<file path="src/mdp_pkg.sv">
/*
 * Constants and types shared by the modem data port.
 * Assumes a 25 MHz master clock; bit clocks come from the baseband.
 */
package mdp_pkg;

    localparam int          MCLK_MHZ        = 25;
    localparam int          WORD_W          = 16;
    localparam int          BIT_CNT_W       = 4;
    localparam int          PE_IDLE_MCLK    = 3;
    localparam logic [1:0]  PE_IDLE_CNT     = 2'(PE_IDLE_MCLK);
    localparam int          CCA_WINDOW_US   = 10;
    localparam int          CCA_WINDOW_CNT  = CCA_WINDOW_US * MCLK_MHZ;
    localparam int          CCA_CNT_W       = 9;
    localparam int          HDR_BITS        = 48;
    localparam logic [5:0]  HDR_BITS_M1     = 6'(HDR_BITS - 1);
    localparam logic [15:0] HEC_INIT        = 16'hffff;
    localparam logic [15:0] HEC_POLY_REV    = 16'h8408;
    localparam logic [31:0] FCS_INIT        = 32'hffffffff;
    localparam logic [31:0] FCS_POLY_REV    = 32'hedb88320;
    localparam logic [31:0] FCS_RESIDUE     = 32'hdebb20e3;
    localparam logic [15:0] HEC_RESIDUE     = 16'hf0b8;

    typedef enum logic [2:0] {
        MDP_IDLE,
        MDP_RX_GAP,
        MDP_RX_ON,
        MDP_TX_WAIT_GO,
        MDP_TX_DATA,
        MDP_TX_DRAIN
    } mdp_state_type;

endpackage : mdp_pkg

</file>
<file path="src/mdp_crc_if.sv">
/*
 * Carrier between the top module and its CRC engine.
 * Assumes both ends run on mclk.
 */
`timescale 1ns/1ps
interface mdp_crc_if;
    logic        init;
    logic        step;
    logic        bit_in;
    logic [15:0] hec;
    logic [31:0] fcs;
    modport ctl (output init, output step, output bit_in, input hec, input fcs);
    modport eng (input init, input step, input bit_in, output hec, output fcs);
endinterface : mdp_crc_if

</file>
<file path="src/mdp_crc.sv">
/*
 * Serial LSB-first HEC (CRC16) and FCS (CRC32) engine.
 * Assumes one bit per step pulse from the owner.
 */
`timescale 1ns/1ps
module mdp_crc
    import mdp_pkg::*;
(
    input  wire logic mclk,
    input  wire logic rst_b,
    mdp_crc_if.eng    crc
);
    logic [15:0] next_hec;
    logic [31:0] next_fcs;
    logic [15:0] hec_q;
    logic [31:0] fcs_q;

    always_comb
    begin
        next_hec = hec_q;
        next_fcs = fcs_q;
        if (crc.init)
        begin
            next_hec = HEC_INIT;
            next_fcs = FCS_INIT;
        end
        else if (crc.step)
        begin
            next_hec = (hec_q >> 1) ^ ((hec_q[0] ^ crc.bit_in) ? HEC_POLY_REV : 16'h0000);
            next_fcs = (fcs_q >> 1) ^ ((fcs_q[0] ^ crc.bit_in) ? FCS_POLY_REV : 32'h00000000);
        end
    end

    always_ff @(posedge mclk)
    begin
        if (!rst_b)
        begin
            hec_q <= HEC_INIT;
            fcs_q <= FCS_INIT;
        end
        else
        begin
            hec_q <= next_hec;
            fcs_q <= next_fcs;
        end
    end

    assign crc.hec = hec_q;
    assign crc.fcs = fcs_q;
endmodule : mdp_crc

</file>
<file path="src/mdp_port.sv">
/*
 * Modem data port, MAC side: receive deserialiser, transmit serialiser, checks, keystream mixing.
 * Assumes the controller services each word in real time and supplies the WEP keystream.
 */
// How it works
// - Receive bits deserialised into words, resynchronised.
// - HEC and FCS checked on receive.
// - Receive data after the header XORed with keystream when enabled.
// - Transmit words serialised on transmit clock.
// - Only FCS appended to transmit, not HEC.
// - Transmit data XORed with keystream when enabled.
// - One word at a time, no FIFO.
// - Transmission refused while last channel sample busy.
// - Only MPDU bits are sent.
// - Header fields taken from live stream.
// - Demodulator enable starts and stops search.
// - Device ends reception by dropping enable.
// - Enable held low at least three clocks.
// - Channel sampled within ten microseconds of enable.
// - Request, wait for go, then send bits.
// - Drop request after last bit, await go low.
// - Request returns low before each packet.
// - Bits sent LSB first on rising edge.
`timescale 1ns/1ps
module mdp_port
    import mdp_pkg::*;
(
    input  wire logic              mclk,
    input  wire logic              rst_b,
    input  wire logic              rx_start,
    input  wire logic              rx_stop,
    input  wire logic              tx_start,
    input  wire logic              wep_enable,
    input  wire logic [WORD_W-1:0] wep_key_word,
    input  wire logic [WORD_W-1:0] tx_word,
    input  wire logic              tx_word_valid,
    input  wire logic              tx_last,
    input  wire logic              rx_bit_clock,
    input  wire logic              rx_data_in,
    input  wire logic              demod_valid_in,
    input  wire logic              tx_bit_clock,
    input  wire logic              transmit_go_in,
    input  wire logic              cca_in,
    output logic                   demod_enable_out,
    output logic                   transmit_request_out,
    output logic                   tx_data_out,
    output logic [WORD_W-1:0]      rx_word,
    output logic                   rx_word_done,
    output logic                   rx_header_done,
    output logic                   rx_hec_ok,
    output logic                   rx_fcs_ok,
    output logic                   rx_abort,
    output logic                   tx_word_done,
    output logic                   tx_busy_flag,
    output logic                   cca_busy,
    output logic                   tx_done
);
    ////////////////////////////////////////////////////////////////////////////
    // Synchronisers. The baseband clocks are slow against mclk, so edge
    // detection on the second stage suffices.
    logic [1:0] rxc_s, txc_s, rxd_s, rdy_s, go_s, cca_s;
    logic       rxc_d, txc_d;
    always_ff @(posedge mclk)
    begin
        if (!rst_b)
        begin
            rxc_s <= 2'h0; txc_s <= 2'h0; rxd_s <= 2'h0;
            rdy_s <= 2'h0; go_s  <= 2'h0; cca_s <= 2'h0;
            rxc_d <= 1'b0; txc_d <= 1'b0;
        end
        else
        begin
            rxc_s <= {rxc_s[0], rx_bit_clock};
            txc_s <= {txc_s[0], tx_bit_clock};
            rxd_s <= {rxd_s[0], rx_data_in};
            rdy_s <= {rdy_s[0], demod_valid_in};
            go_s  <= {go_s[0], transmit_go_in};
            cca_s <= {cca_s[0], cca_in};
            rxc_d <= rxc_s[1];
            txc_d <= txc_s[1];
        end
    end
    // Data changes two mclk after the rising edge, so the synchronised copy
    // is still stable when the synchronised edge is seen.
    wire rx_rise = rxc_s[1] & ~rxc_d;
    wire tx_rise = txc_s[1] & ~txc_d;
    wire rx_bit  = rxd_s[1];
    wire rdy     = rdy_s[1];
    wire go      = go_s[1];

    ////////////////////////////////////////////////////////////////////////////
    // Control state.
    mdp_state_type              state, next_state;
    logic [1:0]                 gap, next_gap;
    logic [CCA_CNT_W-1:0]       ccnt, next_ccnt;
    logic [BIT_CNT_W-1:0]       bcnt, next_bcnt;
    logic [5:0]                 hcnt, next_hcnt;
    logic                       in_hdr, next_in_hdr, was_rdy, next_was_rdy;
    logic [WORD_W-1:0]          sh, next_sh, txw, next_txw;
    logic                       txw_full, next_txw_full, last_q, next_last_q;
    logic [5:0]                 fcs_left, next_fcs_left;
    logic [31:0]                fcs_hold, next_fcs_hold;
    logic                       next_en, next_req, next_txd;
    logic [WORD_W-1:0]          next_rx_word;
    logic                       next_rwd, next_hdone, next_hok, next_fok, next_abort;
    logic                       next_twd, next_busy, next_ccab, next_done;
    logic [WORD_W-1:0]          key_mask;
    logic [15:0]                hec_step;
    logic [31:0]                fcs_step;

    mdp_crc_if crc ();
    mdp_crc u_crc (.mclk(mclk), .rst_b(rst_b), .crc(crc));

    assign key_mask = wep_enable ? wep_key_word : '0;
    // Check values one step ahead, so the bit being shifted this cycle is included.
    assign hec_step = (crc.hec >> 1) ^ ((crc.hec[0] ^ rx_bit) ? HEC_POLY_REV : 16'h0000);
    assign fcs_step = (crc.fcs >> 1) ^ ((crc.fcs[0] ^ txw[bcnt]) ? FCS_POLY_REV : 32'h00000000);

    always_comb
    begin
        next_state = state; next_gap = gap; next_ccnt = ccnt; next_bcnt = bcnt;
        next_hcnt = hcnt; next_in_hdr = in_hdr; next_was_rdy = rdy; next_sh = sh;
        next_txw = txw; next_txw_full = txw_full; next_last_q = last_q;
        next_fcs_left = fcs_left; next_fcs_hold = fcs_hold;
        next_en = demod_enable_out; next_req = transmit_request_out; next_txd = tx_data_out;
        next_rx_word = rx_word; next_rwd = 1'b0; next_hdone = 1'b0; next_abort = 1'b0;
        next_hok = rx_hec_ok; next_fok = rx_fcs_ok; next_twd = 1'b0; next_done = 1'b0;
        next_busy = 1'b0; next_ccab = cca_busy;
        crc.init = 1'b0; crc.step = 1'b0; crc.bit_in = 1'b0;
        case (state)
            MDP_IDLE:
            begin
                next_en = 1'b0;
                next_req = 1'b0;
                if (tx_start && tx_word_valid)
                begin
                    if (!cca_busy)
                    begin
                        next_txw = tx_word ^ key_mask;
                        next_txw_full = 1'b1;
                        next_last_q = tx_last;
                        next_twd = 1'b1;
                        next_req = 1'b1;
                        next_bcnt = '0;
                        next_fcs_left = '0;
                        crc.init = 1'b1;
                        next_state = MDP_TX_WAIT_GO;
                    end
                    else
                        next_busy = 1'b1;
                end
                else if (rx_start)
                begin
                    next_gap = '0;
                    next_state = MDP_RX_GAP;
                end
            end
            MDP_RX_GAP:
            begin
                next_gap = gap + 2'h1;
                if (gap == PE_IDLE_CNT - 2'h1)
                begin
                    next_en = 1'b1;
                    next_ccnt = '0;
                    next_in_hdr = 1'b0; next_hcnt = '0; next_bcnt = '0;
                    next_state = MDP_RX_ON;
                end
            end
            MDP_RX_ON:
            begin
                if (ccnt != CCA_CNT_W'(CCA_WINDOW_CNT))
                begin
                    next_ccnt = ccnt + 1'b1;
                    if (ccnt == CCA_CNT_W'(CCA_WINDOW_CNT - 1))
                        next_ccab = ~cca_s[1];
                end
                if (!rdy && was_rdy)
                    next_abort = 1'b1;
                if (rdy && !was_rdy)
                begin
                    next_in_hdr = 1'b1;
                    next_hcnt = '0; next_bcnt = '0;
                    crc.init = 1'b1;
                end
                else if (rdy && rx_rise)
                begin
                    crc.step = 1'b1;
                    crc.bit_in = rx_bit;
                    next_sh = {rx_bit, sh[WORD_W-1:1]};
                    next_bcnt = bcnt + 1'b1;
                    if (bcnt == BIT_CNT_W'(WORD_W - 1))
                    begin
                        next_rx_word = next_sh ^ (in_hdr ? '0 : key_mask);
                        next_rwd = 1'b1;
                    end
                    if (in_hdr)
                    begin
                        next_hcnt = hcnt + 6'h1;
                        if (hcnt == HDR_BITS_M1)
                        begin
                            next_in_hdr = 1'b0;
                            next_hdone = 1'b1;
                            next_hok = (hec_step == HEC_RESIDUE);
                            next_bcnt = '0;
                            crc.init = 1'b1;
                            crc.step = 1'b0;
                        end
                    end
                end
                next_fok = (crc.fcs == FCS_RESIDUE);
                if (rx_stop)
                begin
                    next_en = 1'b0;
                    next_state = MDP_IDLE;
                end
            end
            MDP_TX_WAIT_GO:
                if (go)
                    next_state = MDP_TX_DATA;
            MDP_TX_DATA:
            begin
                if (!txw_full && fcs_left == 6'h0 && tx_word_valid && !last_q)
                begin
                    next_txw = tx_word ^ key_mask;
                    next_txw_full = 1'b1;
                    next_last_q = tx_last;
                    next_twd = 1'b1;
                end
                if (tx_rise)
                begin
                    // The baseband takes each bit on the following rise, so the
                    // request stays up for one rise past the final check bit.
                    if (fcs_left > 6'h1)
                    begin
                        next_txd = fcs_hold[0];
                        next_fcs_hold = fcs_hold >> 1;
                        next_fcs_left = fcs_left - 6'h1;
                    end
                    else if (fcs_left == 6'h1)
                    begin
                        next_fcs_left = 6'h0;
                        next_req = 1'b0;
                        next_state = MDP_TX_DRAIN;
                    end
                    else if (txw_full)
                    begin
                        next_txd = txw[bcnt];
                        crc.step = 1'b1;
                        crc.bit_in = txw[bcnt];
                        next_bcnt = bcnt + 1'b1;
                        if (bcnt == BIT_CNT_W'(WORD_W - 1))
                        begin
                            next_txw_full = 1'b0;
                            if (last_q)
                            begin
                                next_fcs_left = 6'h21;
                                next_fcs_hold = ~fcs_step;
                            end
                        end
                    end
                end
            end
            MDP_TX_DRAIN:
                if (!go)
                begin
                    next_done = 1'b1;
                    next_state = MDP_IDLE;
                end
            default:
                next_state = MDP_IDLE;
        endcase
    end

    always_ff @(posedge mclk)
    begin
        if (!rst_b)
        begin
            state <= MDP_IDLE; gap <= '0; ccnt <= '0; bcnt <= '0; hcnt <= '0;
            in_hdr <= 1'b0; was_rdy <= 1'b0; sh <= '0; txw <= '0; txw_full <= 1'b0;
            last_q <= 1'b0; fcs_left <= '0; fcs_hold <= '0;
            demod_enable_out <= 1'b0; transmit_request_out <= 1'b0; tx_data_out <= 1'b0;
            rx_word <= '0; rx_word_done <= 1'b0; rx_header_done <= 1'b0; rx_hec_ok <= 1'b0;
            rx_fcs_ok <= 1'b0; rx_abort <= 1'b0; tx_word_done <= 1'b0; tx_busy_flag <= 1'b0;
            cca_busy <= 1'b0; tx_done <= 1'b0;
        end
        else
        begin
            state <= next_state; gap <= next_gap; ccnt <= next_ccnt; bcnt <= next_bcnt;
            hcnt <= next_hcnt; in_hdr <= next_in_hdr; was_rdy <= next_was_rdy; sh <= next_sh;
            txw <= next_txw; txw_full <= next_txw_full; last_q <= next_last_q;
            fcs_left <= next_fcs_left; fcs_hold <= next_fcs_hold;
            demod_enable_out <= next_en; transmit_request_out <= next_req; tx_data_out <= next_txd;
            rx_word <= next_rx_word; rx_word_done <= next_rwd; rx_header_done <= next_hdone;
            rx_hec_ok <= next_hok; rx_fcs_ok <= next_fok; rx_abort <= next_abort;
            tx_word_done <= next_twd; tx_busy_flag <= next_busy; cca_busy <= next_ccab;
            tx_done <= next_done;
        end
    end

    ////////////////////////////////////////////////////////////////////////////
    // Checks.
    property p_gap;
        @(posedge mclk) disable iff (!rst_b)
        $rose(demod_enable_out) |-> $past(demod_enable_out, 2) == 1'b0 && $past(demod_enable_out, 3) == 1'b0;
    endproperty
    a_gap: assert property (p_gap) else $error("enable low too briefly");
    property p_req_busy;
        @(posedge mclk) disable iff (!rst_b)
        $rose(transmit_request_out) |-> !$past(cca_busy);
    endproperty
    a_req_busy: assert property (p_req_busy) else $error("transmit on busy channel");
    property p_no_overlap;
        @(posedge mclk) disable iff (!rst_b)
        !(demod_enable_out && transmit_request_out);
    endproperty
    a_no_overlap: assert property (p_no_overlap) else $error("rx and tx both on");
    property p_stop;
        @(posedge mclk) disable iff (!rst_b)
        (rx_stop && state == MDP_RX_ON) |=> !demod_enable_out;
    endproperty
    a_stop: assert property (p_stop) else $error("enable not dropped");
    property p_done;
        @(posedge mclk) disable iff (!rst_b)
        tx_done |-> !transmit_request_out && !$past(go);
    endproperty
    a_done: assert property (p_done) else $error("done before go low");
    property p_abort;
        @(posedge mclk) disable iff (!rst_b)
        (state == MDP_RX_ON && $past(state) == MDP_RX_ON && was_rdy && !rdy) |=> rx_abort;
    endproperty
    a_abort: assert property (p_abort) else $error("abort missed");
    property p_rwd;
        @(posedge mclk) disable iff (!rst_b)
        rx_word_done |-> $past(rx_rise);
    endproperty
    a_rwd: assert property (p_rwd) else $error("word done without bit");
    property p_tx_shift;
        @(posedge mclk) disable iff (!rst_b)
        $changed(tx_data_out) |-> $past(tx_rise);
    endproperty
    a_tx_shift: assert property (p_tx_shift) else $error("tx bit moved off edge");
    c_rx: cover property (@(posedge mclk) rx_word_done);
    c_tx: cover property (@(posedge mclk) tx_done);
    c_abort: cover property (@(posedge mclk) rx_abort);
endmodule : mdp_port

</file>
<file path="config.mk">
export PLATFORM = sky130hd
export DESIGN_NAME = mdp_port
export DESIGN_NICKNAME = d
export VERILOG_FILES = /design/src/mdp_pkg.sv /design/src/mdp_crc_if.sv /design/src/mdp_crc.sv /design/src/mdp_port.sv
export SDC_FILE = /design/constraint.sdc
export NUM_CORES = 1
export LEC_CHECK = 0
export BUFFER_PORTS_ARGS = -buffer_cell sky130_fd_sc_hd__buf_2
export CAP_MARGIN = 0
export CORE_MARGIN = 3
export CORE_UTILIZATION = 65
export CTS_CLUSTER_DIAMETER = 150
export DETAILED_ROUTE_END_ITERATION = 10
export PLACE_DENSITY = 0.83
export SETUP_SLACK_MARGIN = 0.1
export SLEW_MARGIN = 10
export SYNTH_ARGS = -nofsm -noshare
export SYNTH_HDL_FRONTEND = slang
export SYNTH_SLANG_ARGS = --single-unit
</file>
<file path="constraint.sdc">
create_clock -name mclk -period 5.8 [get_ports mclk]
set_input_delay 0.29 -clock mclk [delete_from_list [all_inputs] [get_ports mclk]]
set_output_delay 0.29 -clock mclk [all_outputs]
set_load 0.02 [all_outputs]
</file>
Word level (Yosys, flattened, before mapping)

Cells that the tools add are included.

Register bits after elaboration: 188
Input port bits: 46
Output and inout port bits: 28
Logic and storage cells: 260

$add $sub $neg: 5
Magnitude comparators: 2
Eq/ne operators: 36
Mux-type cells: 117
Bitwise logic cells: 20
Reductions and logical operators: 44

Operators with widths:

| kind                   | number |
|---|---|
| $mux W32               | 7 |
| $mux W16               | 7 |
| $mux W6                | 12 |
| $xor A31 B32 Y32       | 2 |
| $mux W1                | 49 |
| $mux W4                | 11 |
| $eq A32 B32 Y1 const B | 1 |
| $ne A2 B2 Y1 const B   | 16 |
| $not A32 Y32           | 1 |
| $pmux W16 S2           | 1 |
| $xor A15 B16 Y16       | 2 |
| $xor A16 B16 Y16       | 2 |
| $mux W3                | 10 |
| $pmux W6 S2            | 2 |
| $reduce_and A3 Y1      | 8 |
| $reduce_and A4 Y1      | 5 |
| $mux W9                | 2 |
| $pmux W3 S6            | 1 |
| $pmux W9 S2            | 1 |
| $reduce_and A9 Y1      | 2 |
| $eq A16 B16 Y1 const B | 1 |
| $pmux W1 S2            | 8 |
| $pmux W4 S4            | 1 |
| $ne A3 B3 Y1 const B   | 4 |
| other kinds (38)       | 68 |

Depth between registers and ports, before layout

Gate-level depths: netlist (run 1).

Depth in word-level cells: 11
Gate-level depth with buffers: 9
Gate-level depth less buffers: 7

Cells and area by module

Synthesis (run 1) repeated with hierarchy kept, for this count alone.

Cell total of the unflattened synthesis: 958
Area total of the unflattened synthesis: 8,593.2 sq um

Modules (own cells, without submodules):

| module   | instances | cells each | area an instance (sq um) |
|---|---|---|---|
| mdp_port | 1         | 781        | 6,493.7 |
| mdp_crc  | 1         | 177        | 2,099.5 |

Worst setup path before layout (run 1)

OpenSTA, ideal clock, no wires.

Path kind: flip-flop to flip-flop
Start: register bcnt[1]
End: register u_crc.fcs_q[23] (netlist: u_crc.crc.fcs[23])
Arrival: 2.094 ns
Slack: 3.592 ns
Cell stages (with the launch flop): 9
Cell sequence: dfxtp_1 > buf_2 > mux4_2 > mux2i_1 > mux2_2 > buf_4 > buf_6 > xnor3_1 > a21o_1

Longest elaborated chain between the ends: 10

RTL lines:

| what                          | RTL line        | RTL |
|---|---|---|
| from (decl)                   | mdp_port.sv:96  | `logic [BIT_CNT_W-1:0] bcnt, next_bcnt;` |
| from (signal assigned)        | mdp_port.sv:288 | `state <= next_state; gap <= next_gap; ccnt <= next_ccnt; bcnt <= next_bcnt;` |
| $bmux W1 S4                   | mdp_port.sv:249 | `crc.bit_in = txw[bcnt];` |
| $mux W1 (not written as such) | mdp_port.sv:249 |  |
| $mux W1                       | mdp_port.sv:245 | `else if (txw_full)` |
| $mux W1                       | mdp_port.sv:239 | `else if (fcs_left == 6'h1)` |
| $mux W1                       | mdp_port.sv:233 | `if (fcs_left > 6'h1)` |
| $mux W1                       | mdp_port.sv:229 | `if (tx_rise)` |
| $pmux W1 S2                   | mdp_port.sv:130 | `case (state)` |
| $xor A1 B1 Y1                 | mdp_crc.sv:30   | `next_fcs = (fcs_q >> 1) ^ ((fcs_q[0] ^ crc.bit_in) ? FCS_POLY_REV : 32'h00000000);` |
| $mux W32                      | mdp_crc.sv:30   |  |
| $xor A31 B32 Y32              | mdp_crc.sv:30   |  |
| to (signal assigned)          | mdp_crc.sv:44   | `fcs_q <= next_fcs;` |
| to (decl)                     | mdp_crc.sv:16   | `logic [31:0] fcs_q;` |

Every way passes these cells. The select of a mux whose other input is x is not followed.
A chain may end at the register's enable or synchronous reset.

Worst setup path in the final report (run 1)

Start: register state[2]
End: register fcs_hold[27]

Longest elaborated chain between the ends: 2

RTL lines:

| what                        | RTL line        | RTL |
|---|---|---|
| from (decl)                 | mdp_port.sv:93  | `mdp_state_type state, next_state;` |
| from (signal assigned)      | mdp_port.sv:288 |  |
| $eq A3 B3 Y1                | mdp_port.sv:130 |  |
| $reduce_and A6 Y1 (no line) | n/a             |  |
| to (signal assigned)        | mdp_port.sv:291 | `fcs_left <= next_fcs_left; fcs_hold <= next_fcs_hold;` |
| to (decl)                   | mdp_port.sv:102 | `logic [31:0] fcs_hold, next_fcs_hold;` |

Every way passes these cells.

==> results of run 1 <==
## layout by cell type, fill, tap and decap left out, drive strengths merged, types with 9 or more instances in the layout
cell type and count:
dfxtp 187, nand2 137, nor2 129, buf 82, a21oi 81, a211oi 53, nand3 43, xor2 37
xnor2 28, o21ai 20, clkbuf 20, nand3b 19, o211ai 19, and2 18, a21o 17, xnor3 13
inv 13, nand4 12, a221o 10, ha 9
## metal layers
layer  share of wire  vias up  routed length, microns
li1                -     3659                       -
met1            0.45     3521                    9170
met2            0.48      232                    9800
met3           0.059       33                    1210
met4           0.018        0                     366
met5               0        -                       0
## worst reg2reg max path, cell delays in order, from the launching register on
cell and delay (ns):
sky130_fd_sc_hd__dfxtp_1 0.76, sky130_fd_sc_hd__or3b_1 0.57, sky130_fd_sc_hd__a2111oi_4 0.90, sky130_fd_sc_hd__a21boi_4 0.79
sky130_fd_sc_hd__buf_4 0.42, sky130_fd_sc_hd__o211ai_1 0.12, sky130_fd_sc_hd__a21oi_1 0.22
## power by group through the flow
stage                     Sequential [mW]  Clock, mW  Combinational [mW]
final                                1.38       1.18               0.385
after global routing                 1.38       1.24               0.430
after CTS                            1.38       1.19               0.383
after detailed placement             1.40          0               0.375
after global placement               1.40          0               0.372
after floorplan                      1.38          0               0.316
## through the flow
step / total power [mW] / worst slack (ns) / hold WS (ns)
2_1_floorplan: 1.69 / 3.59 / 0.412
3_3_place_gp: 1.77 / 2.18 / 0.413
3_5_place_dp: 1.78 / 2.05 / 0.419
4_1_cts: 2.95 / 2.02 / 0.0505
5_1_grt: 3.06 / 1.68 / 0.0489
6_report: 2.94 / 1.94 / 0.0612
## cell type report
class / count / area share
well taps: 176 / 0.0223
repair buffers: 82 / 0.0439
inverters: 12 / 0.00457
clock buffers: 20 / 0.0474
clock inverters: 12 / 0.0142
flip-flops and latches: 187 / 0.380
multi-input cells: 752 / 0.488
## flip-flops by register name (all words and copies together) (netlist names), 2 cells and up
| signal | flops |
|---|---|
| rx_word | 16 |
| u_crc.crc.fcs | 32 |
| rxd_s | 2 |
| go_s | 2 |
| sh | 15 |
| rdy_s | 2 |
| ccnt | 9 |
| bcnt | 4 |
| fcs_hold | 32 |
| fcs_left | 6 |
| cca_s | 2 |
| u_crc.crc.hec | 16 |
| gap | 2 |
| state | 3 |
| txc_s | 2 |
| rxc_s | 2 |
| hcnt | 6 |
| txw | 16 |
## final timing paths
path | to | slack, ns | depth (start not counted)
worst max-delay path | fcs_hold[27] | 1.94 | 6
worst min-delay path | rxd_s[0] | 0.06 | 2
worst max register to register | fcs_hold[27] | 1.94 | 6
worst min register to register | rxd_s[1] | 0.44 | 1
## cells by family after synthesis
logic type / after synthesis / synth area share
buffers and inverters: 89 / 0.0412
flip-flops: 187 / 0.420
AO/OA/AOI/OAI: 230 / 0.180
multiplexers: 13 / 0.0207
AND/OR/NAND/NOR: 422 / 0.229
XOR/XNOR: 78 / 0.0968
adder cells (fa/ha/maj): 9 / 0.0126
==> flow_results.org, run 1 <==
** Outcome
- Result of the run :: complete, no violations

** Yosys
- Post-synth ARST share :: 0
- Yosys mapped the design onto 64 distinct sky130hd cell types.
- Most instantiated cells after synthesis :: sky130_fd_sc_hd__dfxtp_1 (187), sky130_fd_sc_hd__nand2_1 (137), sky130_fd_sc_hd__nor2_1 (129), sky130_fd_sc_hd__a21oi_1 (81), sky130_fd_sc_hd__clkbuf_1 (62)
- Yosys mapped a number of flops with a built-in enable equal to 0.
- Most common cell in the netlist :: sky130_fd_sc_hd__dfxtp_1
- Share of Yosys cell area claimed by the top area cell type :: 0.420
- Number of storage elements in the synthesis netlist :: between 150 and 200
- Ranking of synthesized cells by area :: sky130_fd_sc_hd__dfxtp_1 (42%), sky130_fd_sc_hd__nand2_1 (5.8%), sky130_fd_sc_hd__nor2_1 (5.4%)
- For this run, the leading register cell type out of synthesis is sky130_fd_sc_hd__dfxtp_1.
- For this run, the number of Yosys warnings is 0.
- For this run, the register share of the synthesized area comes to 0.420.
- Summed over all instances, the cell type with the most area after synthesis is sky130_fd_sc_hd__dfxtp_1.
- The cell area that synthesis handed to floorplanning was 8900 sq um.
- Post-synthesis average cell area :: 8.66 sq um
- Number of cells produced by synthesis :: 1028
- Counting every net in the synthesized netlist gives 1083.

** Route
- The first routing iteration left 729 violations.
- Via total after detailed routing :: 7445
- Once detail routing completed, the nets flagged for antenna violations numbered 0.
- Total wirelength of the detailed-routed design :: approximately 21000 microns
- Post-DR wirelength/cell :: 16.6 microns
- In the routed design, unresolved DRC markers number 0.
- Detail-routed via count per cell :: 6.00
- First-pass iteration count of the detailed router :: 5

** Global route
- Entering global routing, the biggest net connects 77 pins.
- GR Util met1 :: 0.366
- The number of global-route vias before repair came to around 7000.
- Number of antenna violations at the first check in global routing :: 0
- For met2 alone, demand over resource in global routing was 0.457.
- Total gr overflow :: 0
- The first global-routing pass estimated 34100 microns of wire.
- Most crowded layer after global routing :: met2
- For this run, the total global-route usage over all layers was measured as 0.281.
- Met3 routing resource usage after global routing :: 0.0645

** Critical path
- Broken down by cell family, the worst path's largest delay share belongs to compound AO/OA/AOI/OAI gates.
- Required @ worst endpoint :: 6.15 ns
- Type of element launching the critical path :: flop
- Crit-path slowest cell :: sky130_fd_sc_hd__a2111oi_4
- Data arrival time of the critical path :: 4.20 ns
- In this run the critical register-to-register path is launched from state[2].
- The largest single stage delay on the critical path is 0.90 ns.
- Worst Path Buf+Inv :: 1
- Class of the most critical setup path :: reg2reg
- In this run the worst setup path begins at state[2].
- Worst Path Max Fanout :: 27
- The critical path goes through or3b_1, a2111oi_4, a21boi_4, buf_4, o211ai_1, a21oi_1.
- STA classifies the critical path endpoint as a flop.

** CTS
- The clock tree synthesis step divided the H-tree into 4 levels.
- Clock-pin slew was measured on the worst setup and hold paths at roughly 0.070 ns.
- The number of gates resized after CTS was 0.
- CTS placed an instance of sky130_fd_sc_hd__clkbuf_16 at the clock tree root.
- CTS tree :: yes
- The number of clock buffers added by TritonCTS is 17.
- The clock passes through at most 2 buffers.
- Post-CTS setup repair buffer count :: 0
- Clock Latency Late Sink :: 0.43 ns
- Quantity of hold-fixing buffers added after cts :: 0
- # clock sinks :: 187

** Timing
- Clock skew after layout :: 0.00739 ns
- Relative slew slack :: 0.235
- Setup repair after global routing missed its margin :: no
- In the final timing run, aggregate negative setup slack is 0 ns.
- Number of setup violations in the final report :: 0
- The worst path in the final design needs a cycle of between 3 and 4 ns, including I/O delays and setup.
- Final Slew Violations :: 0
- Of the available clock period, the critical path in the final layout requires 0.665.
- Max Clock Freq :: 0.259 GHz
- Worst Tran Pin Value :: 1.14 ns
- The number of hold-slack violations in the final timing report was 0.

** Floorplan
- The die is between 100 and 150 microns tall.
- between 70 and 80 I/O pins were placed.
- The floorplan has 42 rows.
- Full die area :: 15100 sq um
- Floorplan Core Area :: 13300 sq um
- Initial Utilization :: 0.670
- Overall die width :: approximately 120 microns

** Power and ir drop
- Internal power comes to 2.14 mW.
- The analysis attributes to net switching a power of about 0.80 mW.
- The worst-case IR drop observed on VDD is 0.207 mV.
- The share of total power dissipated in combinational logic is 0.131.
- Of the total power, registers draw 0.468.
- The share of total power dissipated in the clock network is 0.401.
- Of the total power, the share spent switching nets is 0.272.
- Power spread over the standard cell area amounts to approximately 300 nW/um^2.
- The analysis attributes to cell leakage a power of just under 4 nW.

** Final layout
- Layout cell share with drive strength beyond 1 :: 0.138
- Fin util :: 0.741
- Ant. Diodes :: 0
- Area growth from synthesis to layout :: 10.7%
- The finished cells cover 9850 sq um.
- After the flow finishes, the layout carries non-filler instances totaling 1241.
- The multi-input combinational cells in the finished layout cover a total of roughly 4800 sq um.
- Counting the fill cells in the layout gives 999.
- The net count of the finished layout is 1107.
- The sequential cells in the finished layout cover a total of between 3000 and 4000 sq um.

** Min path
- The worst hold path begins at rx_data_in.
- Path type of the worst min-delay path :: in2reg

** Placement
- During placement, the flow inserted port buffers numbering 73.
- Cell count after placement :: 1209
- Once detailed placement completed, the half-perimeter wirelength came to 13100 microns.
- Global placement routability congestion :: 0.920
- After detailed placement, the total cell area comes to 9250 sq um.

** Run
- Number of violations of the max-capacitance limit :: 0
(Power assumes the default switching activity.)
==> run 2: changes to the inputs <==
Settings changed: CORE_UTILIZATION 65 to 60, PLACE_DENSITY 0.83 to 0.77.
Clock period 5.8 ns to 3.8 ns, I/O delays scaled along.
==> run 2 against run 1 <==
  * Worst setup slack worse by 1.1 ns
  * Sequential cell count stayed put
  * Combinational power rose by 57%
  * Sequential power rose by 52%
  * Core utilization shrank 3.9 points
  * Critical endpoint is now u_crc.crc.hec[15]
  * Global-route usage down 2.3 points
  * Via count decreased by 0.19%
==> flow_results.org, run 2 (synthesis gave the netlist of run 1 again) <==
** Floorplan
- For this configuration, the core starts out at a cell density of 0.627.
- In this run the standard cell core region covers 14200 sq um.
- The die covers ~16000 sq um.
- Num ports :: 74
- In this run the core area contains 43 standard-cell rows.
- Die Y-Extent :: 128 microns
- In this run the horizontal extent of the chip is 128 microns.

** Critical path
- Worst Path Max Fanout :: 29
- In this run the register-to-register setup slack is 0.87 ns.
- Crit-path slowest cell :: sky130_fd_sc_hd__and2_1
- In this design, the stage delay of the slowest critical-path cell is 0.90 ns.
- Endpoint of the worst setup timing path :: u_crc.crc.hec[15]
- The worst setup path is launched from a flop.
- Required @ worst endpoint :: 4.16 ns
- Broken down by cell family, the worst path's largest delay share belongs to simple AND/OR/NAND/NOR gates.
- Cell-by-cell listing of the critical path :: nand3b_1, o211ai_1, buf_4, and2_1, buf_4, a21oi_1, o21ai_0
- Data arrival time of the critical path :: ~3.3 ns
- The setup path with the least slack is of type reg2reg.
- The critical path contains buffers and inverters numbering 2 combined.
- Stages on worst setup path :: 7
- Crit Reg-Reg Startpoint :: in_hdr
- Worst setup EP type :: flop
- Most common cell type on the critical path :: sky130_fd_sc_hd__buf_4
- R2R depth :: 7
- The most critical setup path has its startpoint at in_hdr.
- FF-to-FF End :: u_crc.crc.hec[15]

** Final layout
- Commonest non-fill, non-tap cells in the layout :: sky130_fd_sc_hd__dfxtp_1 (187), sky130_fd_sc_hd__nand2_1 (137), sky130_fd_sc_hd__nor2_1 (127), sky130_fd_sc_hd__a21oi_1 (81), sky130_fd_sc_hd__buf_2 (73)
- Leaving out fill and tap cells, the most frequent cell in the layout is sky130_fd_sc_hd__dfxtp_1.
- From synthesis to final layout, the design area changed by 12.0%.
- In the final layout, the share of cells above drive strength 1 is 0.144.
- Final net count :: 1122
- Ant. Diodes :: 0

** Timing
- The clock period could shrink to 2.93 ns.
- Setup slack closes at 0.872 ns.
- Number of setup violations in the final report :: 0
- Setup TNS :: 0 ns
- Hold violation total from the final report :: 0
- Between clock sinks in the finished design, the worst skew comes to 0.0121 ns.
- Final Slew Violations :: 0
- For this run, the top clock speed supported by timing is 0.342 GHz.
- Setup repair after global routing left no endpoint under its margin.
- Of the available clock period, the critical path in the final layout requires 0.770.
- Worst Tran Pin Value :: 1.16 ns
- Relative slew slack :: 0.229

** Global route
- The number of global-route vias before repair was 6988.
- Number of antenna violations at the first check in global routing :: 0
- In the global route stage, overall resource usage came out at 0.258.
- The first global-routing pass estimated 34600 microns of wire.
- Maximum number of pins on one net before global-route repair :: 58
- Summed over all layers, the global routing overflow is 0.

** Min path
- Path type of the worst min-delay path :: in2reg

** Placement
- The HPWL after detailed placement is 13300 microns.
- Global placement routability congestion :: roughly 0.8
- Port-buffer cells :: 73
- Placement Setup Slack :: 0.947 ns

** CTS
- Post-CTS repair changed the size of 0 cells.
- In this run, CTS created clock tree buffers numbering 17.
- The clock drives 187 sinks.
- TritonCTS built the clock tree.
- Maximum buffer depth of the clock tree :: 2
- Maximum level of the CTS H-tree :: 4
- Clock-pin slew was measured on the worst setup and hold paths at 0.07 ns.
- Once the clock tree was built, the setup fixing pass inserted 0 buffers.
- The clock reaches the later pin of the worst-skew pair after ~0.44 ns.
- In this run the clock root is driven by a sky130_fd_sc_hd__clkbuf_16.

** Route
- Dividing the detail-routed via count by the number of cells gives approximately 5.9.
- The first detailed-routing pass ran for 5 iterations.
- Residual DRC count :: 0
- DRC marker count from the first detailed-route iteration :: 679
- Via total after detailed routing :: 7431
- Total wirelength of the detailed-routed design :: approximately 20000 microns
- Post-DR wirelength/cell :: 16.3 microns
- Post-detailed-route count of antenna-violating nets :: 0

** Power and ir drop
- Internal power comes to 3.19 mW.
- Of the total power, combinational logic draws 0.136.
- For this design the ratio of total power to cell area is between 400 and 500 nW/um^2.
- Across the VDD grid, the largest voltage drop is 0.315 mV.
- Overall power :: 4.43 mW
- Portion of total power attributed to sequential cells :: 0.474
- Clock network power share :: 0.390
- Reported net switching power :: around 1.2 mW
- Sw Share :: 0.281
- In this run the static leakage power is 3.96 nW.

** Run
- Number of violations of the max-capacitance limit :: 0

** Outcome
- The flow ran to the end, and the final reports show no timing, DRC or antenna violations.
-- run 2: power by group through the flow --
stage	sequential [mW]	clock, mW	combinational (mW)
final	2.10	1.73	0.603
after global routing	2.11	1.84	0.669
after CTS	2.10	1.76	0.600
after detailed placement	2.14	0	0.588
after global placement	2.14	0	0.577
after floorplan	2.10	0	0.482
-- run 2: layout make-up --
| type | count | area [sq um] |
|---|---|---|
| Sequential cell | 187 | 3740 |
| Timing Repair Buffer | 97 | 573 |
| Clock buffer | 18 | 439 |
| Inverter | 12 | 46.3 |
| Tap cell | 180 | 225 |
| Multi-Input combinational cell | 752 | 4810 |
| Clock inverter | 14 | 135 |
| Fill cell | 1138 | 4240 |
-- run 2: per-stage QoR --
step,utilization,cell area (sq um),instances,hold slack [ns]
floorplan,-,8900,1028,0.317
global placement,0.657,9330,1222,0.396
detailed placement,0.657,9330,1222,0.400
CTS,0.702,9970,1260,0.0105
global route,0.702,9970,1260,0.0221
finish,0.702,9970,1260,0.0215
-- run 2: repair_timing --
action / in CTS / in global routing
endpoints found under the setup margin: 0 / 0
hold buffers: 6 / 0
hold endpoints to repair: 6 / 0
-- run 2: how the worst min path moves through the flow --
stage / startpoint / to / slack [ns] / depth (start not counted)
floorplan: cca_in / cca_s[0] / 0.32 / 1
global placement: cca_in / cca_s[0] / 0.40 / 2
detailed placement: rx_data_in / rxd_s[0] / 0.40 / 2
CTS: tx_last / last_q / 0.01 / 3
global route: tx_last / last_q / 0.02 / 3
finish: tx_last / last_q / 0.02 / 3
-- run 2: metal layers --
layer,vias to the layer above,global-route usage,part of all wire
met4,0,0.0830,0.016
met5,-,0,0
met3,30,0.0525,0.070
met2,246,0.397,0.45
li1,3690,-,-
met1,3465,0.366,0.47
-- run 2: tightest hold or removal path: stages --
cell and delay (ns):
sky130_fd_sc_hd__buf_2 0.11, sky130_fd_sc_hd__nand2_1 0.05, sky130_fd_sc_hd__a21oi_1 0.05
==> run 3: changes to the inputs <==
Clock period 3.8 ns to 2.8 ns, I/O delays scaled along.
==> run 3 against run 2 <==
  * Register-to-register slack worse by 0.57 ns
  * Non-clock buffer count rose by 17
  * Sequential cell count is the same
  * Largest cell class unchanged
==> flow_results.org, run 3 (synthesis gave the netlist of run 1 again) <==
** Power and ir drop
- P_leak :: 4.05 nW
- Dividing total power by cell area gives a power density of approximately 600 nW/um^2.
- Worst vdd ir :: between 0.4 and 0.5 mV

** Timing
- Headroom to the max-slew limit came out at 0.509.
- The final number of max-transition violations was 0.
- Derived from the worst setup path, the maximum achievable clock frequency is between 0.4 and 0.5 GHz.
- Once routing completed, OpenROAD measured the worst setup slack at 0.305 ns.
- Worst Tran Pin Value :: 0.733 ns
- Clock period minus worst slack :: around 2.5 ns
- Number of setup violations in the final report :: 0
- The number of hold-slack violations in the final timing report was 0.
- Worst slack on hold paths :: 0.0184 ns
- Setup TNS :: 0 ns
- On the final layout, the worst clock skew is approximately 0.0086 ns.
- Of the available clock period, the critical path in the final layout requires 0.891.
- Setup repair after global routing left no endpoint under its margin.

** Min path
- Path type of the worst min-delay path :: in2reg
- Worst Hold Depth :: 3

** CTS
- # clock sinks :: 187
- Clock tree root buffer cell :: sky130_fd_sc_hd__clkbuf_16
- Post-CTS setup repair buffer count :: 0
- Clock Latency Late Sink :: ~0.43 ns
- Maximum level of the CTS H-tree :: 4
- Clock-pin slew was measured on the worst setup and hold paths at 0.06 ns.
- Maximum buffer depth of the clock tree :: 2
- Once the clock tree was built, the resizer swapped 0 gates to a different size.
- CTS tree :: yes
- Total CTS buffers :: 17

** Final layout
- Final net count :: 1139
- Reg area :: 3740 sq um
- Final cell area excluding filler cells :: ~10000 sq um
- The library cell used most frequently in the layout, excluding fill and tap cells, is sky130_fd_sc_hd__dfxtp_1.
- Of the cells placed in the final design, the portion with a size suffix greater than 1 is 0.153.
- 0 antenna diodes ended up in the layout.
- Count of filler cells inserted in the layout :: 1104
- Combined area of the multi-input logic cells :: a little under 5000 sq um
- From synthesis to final layout, the design area changed by 13.8%.
- Fin util :: 0.713
- The top cell types in the final layout, fill and taps aside, are sky130_fd_sc_hd__dfxtp_1 (187), sky130_fd_sc_hd__nand2_1 (137), sky130_fd_sc_hd__nor2_1 (127), sky130_fd_sc_hd__a21oi_1 (81), sky130_fd_sc_hd__buf_2 (73).

** Floorplan
- Num ports :: 74
- Initial Utilization :: 0.627
- The die covers about 16000 sq um.
- Overall die width :: 128 microns
- Floorplan Core Area :: 14200 sq um
- The floorplan step set the die height to 128 microns.
- Num rows :: 43

** Critical path
- Worst setup EP type :: flop
- At the worst endpoint, the arrival time is 2.82 ns.
- Type of element launching the critical path :: flop
- At the worst endpoint, the required time is between 3 and 4 ns.
- The worst setup path is of the reg2reg kind.
- Counting cells, the worst reg-to-reg path comes to 5.
- Worst Path Max Fanout :: 16

** Global route
- Via count of the first global-routing pass :: around 7000
- Number of antenna violations at the first check in global routing :: 0
- Entering global routing, the biggest net connects 54 pins.
- Wire length of the first global-routing pass :: roughly 34000 microns
- Total gr overflow :: 0
- Across every metal layer, demand over resource in global routing totals 0.256.

** Route
- Via total after detailed routing :: around 7500
- Detail-routed via count per cell :: 5.84
- After detailed routing, the number of remaining DRC violations is 0.
- The count of nets left with antenna violations once routing finished came out at 0.
- DRC marker count from the first detailed-route iteration :: 535
- First-pass iteration count of the detailed router :: 5
- Total wirelength of the detailed-routed design :: 20500 microns
- Post-DR wirelength/cell :: around 16 microns

** Placement
- OpenSTA, run right after detailed placement, puts the worst setup slack at 0.273 ns.
- Placed instance area :: 9490 sq um
- Port-buffer cells :: 73
- HPWL after detailed placement :: 13400 microns
- Global placement routability congestion :: around 0.8

** Outcome
- Result of the run :: complete, no violations

** Run
- Number of violations of the max-capacitance limit :: 0
==> run 3: changes by cell type in the layout (fill, tap and decap cells not counted), sizes merged <==
cell         previous run  this run
clkinvlp                3         4
clkbuf                 18        21
clkinv                  5         3
bufinv                  1         2
buf                    91       107
dlygate4sd3             6         7
inv                    17        13
==> run 3: metal layers <==
metal / global-route usage / routed length (microns) / up-vias
li1: - / - / 3733
met1: 0.349 / 9510 / 3498
met2: 0.404 / 9400 / 192
met3: 0.0617 / 1230 / 29
met4: 0.0805 / 323 / 0
met5: 0 / 0 / -
==> run 3: layout make-up <==
type | count | share of cell area
Multi-Input combinational cell | 752 | 0.474
Sequential cell | 187 | 0.370
Timing Repair Buffer | 114 | 0.0731
Clock buffer | 21 | 0.0445
Tap cell | 180 | 0.0222
Clock inverter | 10 | 0.0116
Inverter | 12 | 0.00457
==> run 3: worst max-delay path, stage by stage, from the launching register on <==
cell                      delay [ns]
sky130_fd_sc_hd__dfxtp_1        0.52
sky130_fd_sc_hd__mux4_2         0.54
sky130_fd_sc_hd__mux2i_1        0.29
sky130_fd_sc_hd__mux2_2         0.53
sky130_fd_sc_hd__xnor3_1        0.31
sky130_fd_sc_hd__a21o_1         0.20
==> run 3: path summary, 6_finish.rpt <==
kind | from | end | slack (ns)
max reg2reg | bcnt[1] | u_crc.crc.fcs[29] | 0.31
min | rx_stop | demod_enable_out | 0.02
min reg2reg | cca_s[0] | cca_s[1] | 0.43
max | bcnt[1] | u_crc.crc.fcs[29] | 0.31
==> run 3: per-stage QoR <==
step | cells | power (mW)
after floorplan | 1028 | 3.51
after global placement | 1238 | 3.73
after detailed placement | 1238 | 3.75
after CTS | 1276 | 6.09
after global routing | 1276 | 6.33
final | 1276 | 6.07
==> run 3: what timing repair did <==
item,in CTS,in global routing
hold endpoints to repair,7,0
hold buffers,7,0
setup endpoints to repair,0,0
==> run 3: power breakdown <==
part / internal (mW) / switching [mW]
clock: 1.34 / 1.02
combinational: 0.347 / 0.544
sequential: 2.75 / 0.0748
total: 4.43 / 1.64
